--- src/rtl/ulm_pkg.sv ---
// Purpose: Constants and types for the line and modem control block.
// Assumes: One channel, 8-bit registers, 3-bit register address.
// Notes: Rules below.
// Function
// RULE1 - Break bit forces serial output low until software clears it.
// RULE2 - Divisor access bit steers shared locations to the divisor latches.
// RULE3 - Terminal-ready bit drives its active-low output; reset leaves it high.
// RULE4 - Request-to-send bit drives its output unless hardware flow owns it.
// RULE5 - Interrupt pin floats when select input and enable bit are low.
// RULE6 - In loopback output-one feeds ring, enable bit drives output-two.
// RULE7 - Loopback bit enables local loopback; clearing returns to normal.
// RULE8 - Any-character resume restarts transmitter; flow characters are not stored.
// RULE9 - Infrared bit routes serial data through codec; idle output low.
// RULE10 - Prescaler bit divides the baud clock by four.
// RULE11 - Overrun interrupts at once; character errors when at holding position.
// RULE12 - Data ready shows one while any received character is held.
// RULE13 - Overrun on full receive FIFO; no transfer, FIFO untouched.
// RULE14 - Parity flag follows the character at the holding position.
// RULE15 - Framing flag follows the character at the holding position.
// RULE16 - Low line for a whole frame flags break, stores one character.
// RULE17 - Holding-empty sets on move or empty FIFO, clears on host write.
// RULE18 - Transmitter-empty high only when holding and shifter are empty.
// RULE19 - FIFO error flag is the OR of all stored error tags.
// RULE20 - Modem change bits latch; clear-to-send/set-ready changes request interrupts.
// RULE21 - Software should not write the two status registers.
// RULE22 - Ring change flag sets only at end of ringing.
// RULE23 - Carrier change flag sets on any carrier change.
// RULE24 - Upper modem status bits show inputs, or control bits in loopback.
// RULE25 - Reading modem status clears changes; reading line status clears overrun.
// RULE26 - Loopback feeds output to receiver, idles pin and modem outputs.
package ulm_pkg;
  localparam logic [2:0] ADR_DATA = 3'h0;
  localparam logic [2:0] ADR_IER  = 3'h1;
  localparam logic [2:0] ADR_LCR  = 3'h3;
  localparam logic [2:0] ADR_MCR  = 3'h4;
  localparam logic [2:0] ADR_LSR  = 3'h5;
  localparam logic [2:0] ADR_MSR  = 3'h6;
  localparam int LCR_BRK = 6;
  localparam int LCR_DLAB = 7;
  localparam int LCR_PAR = 3;
  localparam int MCR_DTR = 0;
  localparam int MCR_RTS = 1;
  localparam int MCR_OUT1 = 2;
  localparam int MCR_IRQEN = 3;
  localparam int MCR_LOOP = 4;
  localparam int MCR_ANY = 5;
  localparam int MCR_IR = 6;
  localparam int MCR_PRE = 7;
  localparam int IER_LS = 2;
  localparam int IER_MS = 3;
  localparam logic [7:0] MCR_ENH_MASK = 8'he0;
  localparam logic [7:0] REG_RST = 8'h00;
  localparam logic [1:0] PRE_LAST = 2'h3;
  localparam logic [3:0] FRAME_BASE = 4'h7;
  // Sync reset: rx and modem pins idle high; select low.
  localparam logic [5:0] SYNC_RST = 6'h1f;

  typedef struct packed {
    logic cd;
    logic ri;
    logic dsr;
    logic cts;
  } ulm_modem_t;

  typedef struct packed {
    logic brk;
    logic framing;
    logic parity;
  } ulm_rx_tag_t;
endpackage

--- src/rtl/ulm_sync3.sv ---
// Purpose: Three-stage synchroniser bank for pins from outside the clock.
// Assumes: Slow level inputs; one clock.
// Notes: A bit counts once stages two and three agree.
`timescale 1ns/1ps
`default_nettype none
module ulm_sync3 #(
  parameter int         W   = 1,
  parameter logic [W-1:0] RST = '0
) (
  input  wire logic         i_clk,
  input  wire logic         i_rstn,
  input  wire logic [W-1:0] i_async,
  output var  logic [W-1:0] o_sync
);
  genvar g;
  generate
    for (g = 0; g < W; g++) begin : g_bit
      logic s1_r;
      logic s2_r;
      logic s3_r;
      always_ff @(posedge i_clk or negedge i_rstn) begin
        if (!i_rstn) begin
          s1_r <= RST[g];
          s2_r <= RST[g];
          s3_r <= RST[g];
          o_sync[g] <= RST[g];
        end else begin
          s1_r <= i_async[g];
          s2_r <= s1_r;
          s3_r <= s2_r;
          if (s2_r == s3_r) begin
            o_sync[g] <= s3_r;
          end
        end
      end
    end
  endgenerate
endmodule
`default_nettype wire

--- src/rtl/ulm_ctrl.sv ---
// Purpose: Line control, modem control and status logic of one channel.
// Assumes: Shifters, FIFOs and baud generator sit outside.
// Notes: Read data stands only in the cycle after the read strobe.
`timescale 1ns/1ps
`default_nettype none
module ulm_ctrl (
  input  wire logic               i_clk,
  input  wire logic               i_rstn,
  input  wire logic [2:0]         i_addr,
  input  wire logic [7:0]         i_wdata,
  input  wire logic               i_wr,
  input  wire logic               i_rd,
  output var  logic [7:0]         o_rdata,
  input  wire logic               i_enh_en,
  input  wire logic [7:0]         i_rx_data,
  input  wire logic               i_rx_nonempty,
  input  wire ulm_pkg::ulm_rx_tag_t i_rx_head_tag,
  input  wire logic               i_rx_tag_any,
  input  wire logic               i_rx_done,
  input  wire logic               i_rx_fifo_full,
  input  wire logic               i_rx_flow_char,
  input  wire logic               i_swfc_active,
  input  wire logic               i_tx_halted,
  input  wire logic               i_fifo_mode,
  input  wire logic               i_tx_load,
  input  wire logic               i_tx_fifo_empty,
  input  wire logic               i_tsr_empty,
  input  wire logic               i_tx_serial,
  input  wire logic               i_ir_tx,
  input  wire logic               i_ir_rx,
  input  wire logic               i_bit_tick,
  input  wire logic               i_auto_rts,
  input  wire logic               i_auto_rts_n,
  input  wire logic               i_irq_pending,
  input  wire logic               i_rx_pin,
  input  wire logic               i_cts_n,
  input  wire logic               i_dsr_n,
  input  wire logic               i_ri_n,
  input  wire logic               i_cd_n,
  input  wire logic               i_irq_drive_select,
  output var  logic               o_tx_pin,
  output var  logic               o_rx_serial,
  output var  logic               o_dtr_n,
  output var  logic               o_rts_n,
  output var  logic               o_irq,
  output var  logic               o_irq_oe_n,
  output var  logic               o_ls_irq_req,
  output var  logic               o_ms_irq_req,
  output var  logic               o_tx_wr,
  output var  logic [7:0]         o_tx_data,
  output var  logic               o_rx_pop,
  output var  logic               o_rx_push,
  output var  logic               o_rx_push_break,
  output var  logic               o_tx_resume,
  output var  logic               o_baud_clk_en,
  output var  logic [15:0]        o_divisor,
  output var  logic               o_loop_output_two_n,
  output var  logic               o_ir_enable
);
  logic [7:0] lcr_r;
  logic [7:0] mcr_r;
  logic [7:0] ier_r;
  logic [7:0] dll_r;
  logic [7:0] dlm_r;
  logic [5:0] pins_s;
  logic       rx_pin_s;
  logic       irq_sel_s;
  ulm_pkg::ulm_modem_t pin_act;
  ulm_pkg::ulm_modem_t mdm_now;
  ulm_pkg::ulm_modem_t mdm_prev_r;
  ulm_pkg::ulm_modem_t delta_r;
  ulm_pkg::ulm_modem_t delta_set;
  logic       overrun_r;
  logic       thr_empty_r;
  logic       brk_line_r;
  logic [3:0] low_cnt_r;
  logic [3:0] frame_bits;
  logic [1:0] pre_cnt_r;
  logic       loop_en;
  logic       dlab;
  logic       wr_data;
  logic       rd_lsr;
  logic       rd_msr;
  logic       line_in;
  logic       tx_int;
  logic       overrun_set;
  logic [7:0] lsr_val;
  logic [7:0] msr_val;
  logic [7:0] rd_mux;

  ulm_sync3 #(
    .W   (6),
    .RST (ulm_pkg::SYNC_RST)
  ) u_sync (
    .i_clk   (i_clk),
    .i_rstn  (i_rstn),
    .i_async ({i_irq_drive_select, i_cd_n, i_ri_n, i_dsr_n, i_cts_n,
               i_rx_pin}),
    .o_sync  (pins_s)
  );
  assign rx_pin_s  = pins_s[0];
  assign irq_sel_s = pins_s[5];

  assign loop_en = mcr_r[ulm_pkg::MCR_LOOP];  // [RULE7]
  assign dlab    = lcr_r[ulm_pkg::LCR_DLAB];
  assign wr_data = i_wr && (i_addr == ulm_pkg::ADR_DATA) && !dlab;  // [RULE2]
  assign rd_lsr  = i_rd && (i_addr == ulm_pkg::ADR_LSR);
  assign rd_msr  = i_rd && (i_addr == ulm_pkg::ADR_MSR);

  // Register writes.
  always_ff @(posedge i_clk or negedge i_rstn) begin
    if (!i_rstn) begin
      lcr_r <= ulm_pkg::REG_RST;
      mcr_r <= ulm_pkg::REG_RST;
      ier_r <= ulm_pkg::REG_RST;
      dll_r <= ulm_pkg::REG_RST;
      dlm_r <= ulm_pkg::REG_RST;
    end else if (i_wr) begin
      if (i_addr == ulm_pkg::ADR_DATA && dlab) begin
        dll_r <= i_wdata;  // [RULE2]
      end else if (i_addr == ulm_pkg::ADR_IER && dlab) begin
        dlm_r <= i_wdata;  // [RULE2]
      end else if (i_addr == ulm_pkg::ADR_IER) begin
        ier_r <= i_wdata;
      end else if (i_addr == ulm_pkg::ADR_LCR) begin
        lcr_r <= i_wdata;
      end else if (i_addr == ulm_pkg::ADR_MCR) begin
        // Upper bits are locked unless the enhanced enable is on.
        if (i_enh_en) begin
          mcr_r <= i_wdata;
        end else begin
          mcr_r <= (mcr_r & ulm_pkg::MCR_ENH_MASK) |
                   (i_wdata & ~ulm_pkg::MCR_ENH_MASK);
        end
      end
    end
  end

  // Strobes toward the transmit and receive FIFOs.
  always_ff @(posedge i_clk or negedge i_rstn) begin
    if (!i_rstn) begin
      o_tx_wr   <= 1'b0;
      o_tx_data <= ulm_pkg::REG_RST;
      o_rx_pop  <= 1'b0;
      o_divisor <= {ulm_pkg::REG_RST, ulm_pkg::REG_RST};
    end else begin
      o_tx_wr  <= wr_data;
      o_rx_pop <= i_rd && (i_addr == ulm_pkg::ADR_DATA) && !dlab;  // [RULE2]
      if (wr_data) begin
        o_tx_data <= i_wdata;
      end
      o_divisor <= {dlm_r, dll_r};
    end
  end

  // Receive input: loopback takes the internal serial stream.
  assign tx_int  = lcr_r[ulm_pkg::LCR_BRK] ? 1'b0 : i_tx_serial;  // [RULE1]
  assign line_in = loop_en ? tx_int :
                   (mcr_r[ulm_pkg::MCR_IR] ? i_ir_rx : rx_pin_s);  // [RULE9]

  // Serial pin and modem output drivers.
  always_ff @(posedge i_clk or negedge i_rstn) begin
    if (!i_rstn) begin
      o_tx_pin            <= 1'b1;
      o_rx_serial         <= 1'b1;
      o_dtr_n             <= 1'b1;
      o_rts_n             <= 1'b1;
      o_loop_output_two_n <= 1'b1;
      o_ir_enable         <= 1'b0;
    end else begin
      o_rx_serial <= line_in;  // [RULE26]
      o_ir_enable <= mcr_r[ulm_pkg::MCR_IR];
      if (loop_en) begin
        o_tx_pin <= 1'b1;  // [RULE26]
      end else if (lcr_r[ulm_pkg::LCR_BRK]) begin
        o_tx_pin <= 1'b0;  // [RULE1]
      end else if (mcr_r[ulm_pkg::MCR_IR]) begin
        o_tx_pin <= i_ir_tx;  // [RULE9]
      end else begin
        o_tx_pin <= i_tx_serial;
      end
      o_dtr_n <= loop_en ? 1'b1 : ~mcr_r[ulm_pkg::MCR_DTR];  // [RULE3]
      if (loop_en) begin
        o_rts_n <= 1'b1;  // [RULE26]
      end else if (i_auto_rts) begin
        o_rts_n <= i_auto_rts_n;  // [RULE4]
      end else begin
        o_rts_n <= ~mcr_r[ulm_pkg::MCR_RTS];  // [RULE4]
      end
      o_loop_output_two_n <= ~mcr_r[ulm_pkg::MCR_IRQEN];  // [RULE6]
    end
  end

  // Interrupt pin: driven when the select pin or enable bit is high.
  always_ff @(posedge i_clk or negedge i_rstn) begin
    if (!i_rstn) begin
      o_irq      <= 1'b0;
      o_irq_oe_n <= 1'b1;
    end else begin
      o_irq      <= i_irq_pending;
      o_irq_oe_n <= !(irq_sel_s || mcr_r[ulm_pkg::MCR_IRQEN]);  // [RULE5]
    end
  end

  // Baud clock prescaler: every cycle, or every fourth.
  always_ff @(posedge i_clk or negedge i_rstn) begin
    if (!i_rstn) begin
      pre_cnt_r     <= 2'h0;
      o_baud_clk_en <= 1'b0;
    end else begin
      pre_cnt_r <= pre_cnt_r + 2'h1;
      if (mcr_r[ulm_pkg::MCR_PRE]) begin
        o_baud_clk_en <= (pre_cnt_r == ulm_pkg::PRE_LAST);  // [RULE10]
      end else begin
        o_baud_clk_en <= 1'b1;  // [RULE10]
      end
    end
  end

  // Receive character routing, overrun and any-character resume.
  assign overrun_set = i_rx_done && i_rx_fifo_full;  // [RULE13]
  always_ff @(posedge i_clk or negedge i_rstn) begin
    if (!i_rstn) begin
      o_rx_push   <= 1'b0;
      o_tx_resume <= 1'b0;
    end else begin
      // A full FIFO takes nothing, so its contents stay intact.
      o_rx_push <= i_rx_done && !i_rx_fifo_full &&
                   !(mcr_r[ulm_pkg::MCR_ANY] && i_swfc_active &&
                     i_rx_flow_char);  // [RULE8] [RULE13]
      o_tx_resume <= i_rx_done && mcr_r[ulm_pkg::MCR_ANY] &&
                     i_tx_halted;  // [RULE8]
    end
  end

  always_ff @(posedge i_clk or negedge i_rstn) begin
    if (!i_rstn) begin
      overrun_r <= 1'b0;
    end else if (overrun_set) begin
      overrun_r <= 1'b1;  // [RULE13]
    end else if (rd_lsr) begin
      overrun_r <= 1'b0;  // [RULE25]
    end else if (i_wr && i_addr == ulm_pkg::ADR_LSR) begin
      overrun_r <= i_wdata[1];
    end
  end

  // Break: bit ticks counted while the line is low.
  // Frame is start, 5 to 8 data bits, optional parity and one stop.
  assign frame_bits = ulm_pkg::FRAME_BASE + {2'h0, lcr_r[1:0]} +
                      {3'h0, lcr_r[ulm_pkg::LCR_PAR]};
  always_ff @(posedge i_clk or negedge i_rstn) begin
    if (!i_rstn) begin
      low_cnt_r       <= 4'h0;
      brk_line_r      <= 1'b0;
      o_rx_push_break <= 1'b0;
    end else begin
      o_rx_push_break <= 1'b0;
      if (line_in) begin
        low_cnt_r  <= 4'h0;
        brk_line_r <= 1'b0;  // [RULE16]
      end else if (i_bit_tick && !brk_line_r) begin
        if (low_cnt_r + 4'h1 >= frame_bits) begin
          // One break character only, however long the line stays low.
          brk_line_r      <= 1'b1;  // [RULE16]
          o_rx_push_break <= !i_rx_fifo_full;  // [RULE16]
        end else begin
          low_cnt_r <= low_cnt_r + 4'h1;
        end
      end
    end
  end

  // Host write beats a load: the byte enters holding.
  always_ff @(posedge i_clk or negedge i_rstn) begin
    if (!i_rstn) begin
      thr_empty_r <= 1'b1;
    end else if (wr_data) begin
      thr_empty_r <= 1'b0;  // [RULE17]
    end else if (i_fifo_mode) begin
      thr_empty_r <= i_tx_fifo_empty;  // [RULE17]
    end else if (i_tx_load) begin
      thr_empty_r <= 1'b1;  // [RULE17]
    end
  end

  always_comb begin
    lsr_val    = 8'h00;
    lsr_val[0] = i_rx_nonempty;  // [RULE12]
    lsr_val[1] = overrun_r;
    lsr_val[2] = i_rx_head_tag.parity;  // [RULE14]
    lsr_val[3] = i_rx_head_tag.framing;  // [RULE15]
    lsr_val[4] = i_rx_head_tag.brk || brk_line_r;  // [RULE16]
    lsr_val[5] = thr_empty_r;
    lsr_val[6] = thr_empty_r && i_tsr_empty;  // [RULE18]
    lsr_val[7] = i_rx_tag_any;  // [RULE19]
  end

  // Modem inputs, active high, or the control bits in loopback.
  assign pin_act = ~pins_s[4:1];
  always_comb begin
    if (loop_en) begin
      mdm_now.cts = mcr_r[ulm_pkg::MCR_RTS];  // [RULE24]
      mdm_now.dsr = mcr_r[ulm_pkg::MCR_DTR];  // [RULE24]
      mdm_now.ri  = mcr_r[ulm_pkg::MCR_OUT1];  // [RULE6] [RULE24]
      mdm_now.cd  = mcr_r[ulm_pkg::MCR_IRQEN];  // [RULE24]
    end else begin
      mdm_now = pin_act;  // [RULE24]
    end
    delta_set.cts = mdm_now.cts != mdm_prev_r.cts;  // [RULE20]
    delta_set.dsr = mdm_now.dsr != mdm_prev_r.dsr;  // [RULE20]
    delta_set.ri  = mdm_prev_r.ri && !mdm_now.ri;  // [RULE22]
    delta_set.cd  = mdm_now.cd != mdm_prev_r.cd;  // [RULE23]
  end

  always_ff @(posedge i_clk or negedge i_rstn) begin
    if (!i_rstn) begin
      mdm_prev_r <= '0;
      delta_r    <= '0;
    end else begin
      mdm_prev_r <= mdm_now;
      if (rd_msr) begin
        delta_r <= delta_set;  // [RULE25]
      end else if (i_wr && i_addr == ulm_pkg::ADR_MSR) begin
        delta_r <= i_wdata[3:0] | delta_set;
      end else begin
        delta_r <= delta_r | delta_set;  // [RULE20]
      end
    end
  end
  assign msr_val = {mdm_now, delta_r};

  always_ff @(posedge i_clk or negedge i_rstn) begin
    if (!i_rstn) begin
      o_ls_irq_req <= 1'b0;
      o_ms_irq_req <= 1'b0;
    end else begin
      o_ls_irq_req <= ier_r[ulm_pkg::IER_LS] &&
                      (overrun_r || overrun_set ||
                       (|i_rx_head_tag));  // [RULE11]
      o_ms_irq_req <= ier_r[ulm_pkg::IER_MS] &&
                      (|delta_r);  // [RULE20] [RULE22] [RULE23]
    end
  end

  always_comb begin
    if (i_addr == ulm_pkg::ADR_DATA) begin
      rd_mux = dlab ? dll_r : i_rx_data;  // [RULE2]
    end else if (i_addr == ulm_pkg::ADR_IER) begin
      rd_mux = dlab ? dlm_r : ier_r;  // [RULE2]
    end else if (i_addr == ulm_pkg::ADR_LCR) begin
      rd_mux = lcr_r;
    end else if (i_addr == ulm_pkg::ADR_MCR) begin
      rd_mux = mcr_r;
    end else if (i_addr == ulm_pkg::ADR_LSR) begin
      rd_mux = lsr_val;
    end else if (i_addr == ulm_pkg::ADR_MSR) begin
      rd_mux = msr_val;
    end else begin
      rd_mux = 8'h00;
    end
  end

  always_ff @(posedge i_clk or negedge i_rstn) begin
    if (!i_rstn) begin
      o_rdata <= 8'h00;
    end else begin
      o_rdata <= i_rd ? rd_mux : 8'h00;
    end
  end
endmodule
`default_nettype wire

--- config.mk ---
export PLATFORM = sky130hd
export DESIGN_NAME = ulm_ctrl
export DESIGN_NICKNAME = d
export VERILOG_FILES = /design/src/rtl/ulm_pkg.sv /design/src/rtl/ulm_sync3.sv /design/src/rtl/ulm_ctrl.sv
export SDC_FILE = /design/constraint.sdc
export NUM_CORES = 1
export LEC_CHECK = 0
export BUFFER_PORTS_ARGS = -buffer_cell sky130_fd_sc_hd__buf_2
export CAP_MARGIN = 20
export CORE_ASPECT_RATIO = 1.4
export CORE_UTILIZATION = 40
export CTS_CLUSTER_DIAMETER = 120
export DETAILED_ROUTE_END_ITERATION = 12
export SYNTH_ARGS = -nofsm -noshare
export SYNTH_HDL_FRONTEND = slang
export SYNTH_SLANG_ARGS = --single-unit
export TNS_END_PERCENT = 5
--- constraint.sdc ---
create_clock -name i_clk -period 3 [get_ports i_clk]
set_clock_uncertainty 0.1 [all_clocks]
set_input_delay 0.15 -clock i_clk [delete_from_list [all_inputs] [get_ports i_clk]]
set_output_delay 0.15 -clock i_clk [all_outputs]
set_load 0.1 [all_outputs]
==> results.txt <==
----------------------------------------------------
[Synthesis]
  Synthesized Nets ... 468
  Post-Syn Area per Cell ... 13.1 sq um
  Synth warn ... 0
  Cell area after synthesis ... 5380 sq um
  Share of synthesized area occupied by flip-flops and latches ... 0.606
  Register bit total from synthesis ... 129
  Cell count after synthesis ... 410
  Number of enable flip-flop cells after synthesis ... 0
  Async set-reset flop share out of synthesis ... 1.00
  Count of unique library cells instantiated by Yosys ... 49
  Top flip-flop cell by instance count after synthesis ... sky130_fd_sc_hd__dfrtp_1

[Run status]
  Status ... completed

[Pwr]
  Logic pwr share ... 0.320
  Maximum vdd drop ... 0.000529 V
  Post-layout power ... 6.42 mW
  Internal portion of total power ... 3.92 mW
  Power density of the placed cells ... 932 nW/um^2
  Sequential Power Share ... 0.371
  Total leakage power ... 3.27 nW
  Switching fraction of total power ... 0.389
  Part of the total power dissipated in the clock network ... 0.310
  Reported net switching power ... 2.50 mW

[STA]
  Worst slew slack as a fraction of its limit ... 0.553
  Final worst-path setup slack ... 0.852 ns
  Achievable Freq ... 465 MHz
  Number of pins exceeding their max-slew limit in the final report ... 0
  Transition time at the pin with the least slew margin ... 0.670 ns
  Endpoints failing hold ... 0
  Unrepaired setup endpoints after global routing ... false
  Final setup violating endpoints ... 0
  Fin crit share ... 0.716
  Hold Worst Slack ... 0.0248 ns
  Setup total negative slack ... 0 ns
  Minimum period implied by the final worst setup slack ... 2.15 ns

[GRT]
  Grt total ovfl ... 0
  Largest net degree at the start of global routing ... 71
  Met1 Use GR ... 0.235
  GRT Total Usage ... 0.193
  Global-route track usage on met3 ... 0.0502
  Met2 Track Usage GR ... 0.331
  Most utilized layer in the global route result ... met2
  Antenna violations before repair ... 0
  Vias in the first global route ... 3842
  First-pass GRT wire length ... 20300 microns

[Cells and area]
  Final core area utilization ... 0.530
  Non-filler cells in the finished layout ... 732
  Inserted Diodes ... 0
  Ratio of cells with drive above 1 in the final layout ... 0.392
  Final instance area ... 6890 sq um
  Layout Area Growth over Synthesis ... 28.1%
  Final #Nets ... 599

[Clock tree]
  Bufs on Longest Clock Path ... 2
  Clock buffer count from CTS ... 17
  Hold buffers post-CTS ... 26
  Post-cts sizing count ... 0
  TritonCTS sink count ... 129
  Htree depth ... 4
  Post-CTS Setup Bufs ... 0
  Root buffer selected by CTS ... sky130_fd_sc_hd__clkbuf_16
  Reg clk slew, reported paths ... 0.05 ns
  Insertion delay to the later sink of the worst-skew pair ... 0.40 ns
  CTS tree ... built

[Placement]
  Pre-CTS setup slack ... 0.823 ns
  Half-perimeter wire length after placement ... 8590 microns
  Post-DP Area ... 6040 sq um
  Buffers added on ports ... 98
  Count of placed standard cells including taps ... 674
  Routability congestion estimate from global placement ... 0.831

[Worst setup path]
  Required arrival time at the worst endpoint ... 3.22 ns
  Setup CP Type ... register to register
  Startpoint kind of the worst setup timing path ... register
  Cell breakdown of the critical path ... inv_1 -> ha_1 -> ha_1 -> ha_1 -> a21oi_1 -> a21oi_2 -> a21oi_1 -> mux2i_1
  Endpoint class of the critical path ... register
  Crit-path max FO ... 4
  Buffers & Inverters on Critical Path ... 1
  Cell family with the largest share of critical-path delay ... adder cells
  Critical path's most frequent cell ... sky130_fd_sc_hd__ha_1
  Critical path's slowest cell ... sky130_fd_sc_hd__dfrtp_1
  Crit-path max cell delay ... 0.36 ns
  Data arrival at the endpoint of the critical path ... 2.37 ns

[Floorplanning]
  Starting Density ... 0.414
  Placeable core region ... 13000 sq um
  Top Ports ... 99
  Chip height ... 139 microns
  Floorplan row count ... 49
  X dimension of the die ... 100 microns
  Total Die Area ... 13900 sq um

[Min path]
  Type of the most critical hold path ... primary input to register

[Routing]
  Number of DRC markers after the initial detailed-route iteration ... 161
  Post-detailed-route count of antenna-violating nets ... 0
  Length of the first detailed-routing pass in iterations ... 4
  Total Wirelength ... 12200 microns
  DRC violation count after routing ... 0
  Number of vias per cell ... 4.92
  Count of vias placed by the detailed router ... 3602
  Average wire per cell in the routed design ... 16.7 microns

[Job]
  Number of violations of the max-capacitance limit ... 0

----------------------------------------------------
-- synth_stat cells, types with 2 or more instances --
library cell | count | area (sq um)
sky130_fd_sc_hd__o221ai_1 | 2 | 17.5
sky130_fd_sc_hd__nand2b_1 | 7 | 43.8
sky130_fd_sc_hd__o21ai_0 | 21 | 105
sky130_fd_sc_hd__nor2b_1 | 13 | 81.3
sky130_fd_sc_hd__o211ai_1 | 2 | 15.0
sky130_fd_sc_hd__buf_6 | 2 | 22.5
sky130_fd_sc_hd__dfstp_2 | 27 | 709
sky130_fd_sc_hd__nor2_1 | 17 | 63.8
sky130_fd_sc_hd__mux2_4 | 8 | 120
sky130_fd_sc_hd__a211oi_1 | 3 | 22.5
sky130_fd_sc_hd__nand3_1 | 4 | 20.0
sky130_fd_sc_hd__a21oi_1 | 16 | 80.1
sky130_fd_sc_hd__mux2_2 | 43 | 484
sky130_fd_sc_hd__dfrtp_1 | 102 | 2550
sky130_fd_sc_hd__a221oi_1 | 4 | 35.0
sky130_fd_sc_hd__a31oi_1 | 6 | 37.5
sky130_fd_sc_hd__ha_1 | 7 | 87.6
sky130_fd_sc_hd__xor2_1 | 4 | 35.0
sky130_fd_sc_hd__maj3_1 | 6 | 60.1
sky130_fd_sc_hd__buf_2 | 7 | 35.0
sky130_fd_sc_hd__mux2i_1 | 25 | 250
sky130_fd_sc_hd__buf_4 | 4 | 30.0
sky130_fd_sc_hd__clkbuf_1 | 3 | 11.3
sky130_fd_sc_hd__inv_1 | 17 | 63.8
sky130_fd_sc_hd__a222oi_1 | 2 | 20.0
sky130_fd_sc_hd__and3_1 | 3 | 18.8
sky130_fd_sc_hd__a22o_1 | 3 | 26.3
sky130_fd_sc_hd__and2_1 | 2 | 12.5
sky130_fd_sc_hd__nand2_1 | 29 | 109
sky130_fd_sc_hd__nor2_8 | 2 | 40.0
-- cell families after synthesis --
group                      after synthesis  synth area share
adders and majority gates               13            0.0274
muxes                                   76             0.159
buffers and inverters                   33            0.0302
and+or+nand+nor                         87            0.0891
DFF                                    129             0.606
AOI/OAI and AO/OA                       67            0.0798
xor gates and xnor gates                 5           0.00814
-- final cells by class --
class	instances	area, sq um
fillers	1168	6110
well taps	178	223
multi-input cells	248	1950
inverters	17	63.8
clock buffers	25	548
flip-flops and latches	129	3260
clock inverters	7	43.8
repair buffers	128	796
-- worst reg2reg max path: cells and delay by family, from the launching register on --
kind | cells | cell delay (ns)
DFF | 1 | 0.36
muxes | 1 | 0.24
AOI/OAI and AO/OA | 3 | 0.55
buffers and inverters | 1 | 0.05
adders and majority gates | 3 | 0.76
-- power by group through the flow --
stage          Clock (mW)  Combinational, mW  Sequential, mW
2_1_floorplan           0              0.616            3.37
3_3_place_gp            0               2.00            2.39
3_5_place_dp            0               2.03            2.41
4_1_cts              2.04               2.07            2.38
5_1_grt              2.12               2.16            2.43
6_report             1.99               2.05            2.38
-- worst paths after layout --
path | start | endpoint | slack [ns] | cells past startpoint
min reg2reg | u_sync.g_bit[5].s1_r | u_sync.g_bit[5].s2_r | 0.25 | 0
max reg2reg | lcr_r[0] | low_cnt_r[1] | 0.85 | 8
min | i_wdata[1] | mcr_r[1] | 0.02 | 3
min in group asynchronous | i_rstn | o_divisor[0] | 0.18 | 2
max in group asynchronous | i_rstn | u_sync.g_bit[1].s2_r | 1.81 | 3
max | lcr_r[0] | low_cnt_r[1] | 0.85 | 8
-- layer usage --
metal | routed length (microns) | up-vias
met4 | 219 | 0
met3 | 446 | 16
met2 | 6550 | 84
met5 | 0 | -
met1 | 4980 | 1788
li1 | - | 1714
-- flip-flops by register name (all words and copies together) (netlist names), 6 cells and up --
register / flops
ier_r: 8
o_tx_data: 8
lcr_r: 8
u_sync.g_bit.s1_r: 6
u_sync.g_bit.s2_r: 6
o_rdata: 8
dll_r: 8
u_sync.o_sync: 6
u_sync.g_bit.s3_r: 6
o_divisor: 16
dlm_r: 8
mcr_r: 8
-- cells in the final DEF, fill, tap and decap left out, types with 17 or more instances in the layout --
master and n:
sky130_fd_sc_hd__buf_2 97, sky130_fd_sc_hd__clkbuf_16 19, sky130_fd_sc_hd__dfrtp_1 102, sky130_fd_sc_hd__dfstp_2 27
sky130_fd_sc_hd__dlygate4sd3_1 26, sky130_fd_sc_hd__inv_1 17, sky130_fd_sc_hd__mux2_2 43, sky130_fd_sc_hd__mux2i_1 25
sky130_fd_sc_hd__nand2_1 29, sky130_fd_sc_hd__nor2_1 17, sky130_fd_sc_hd__o21ai_0 21
Note: power is estimated with default switching activity, not from simulation.
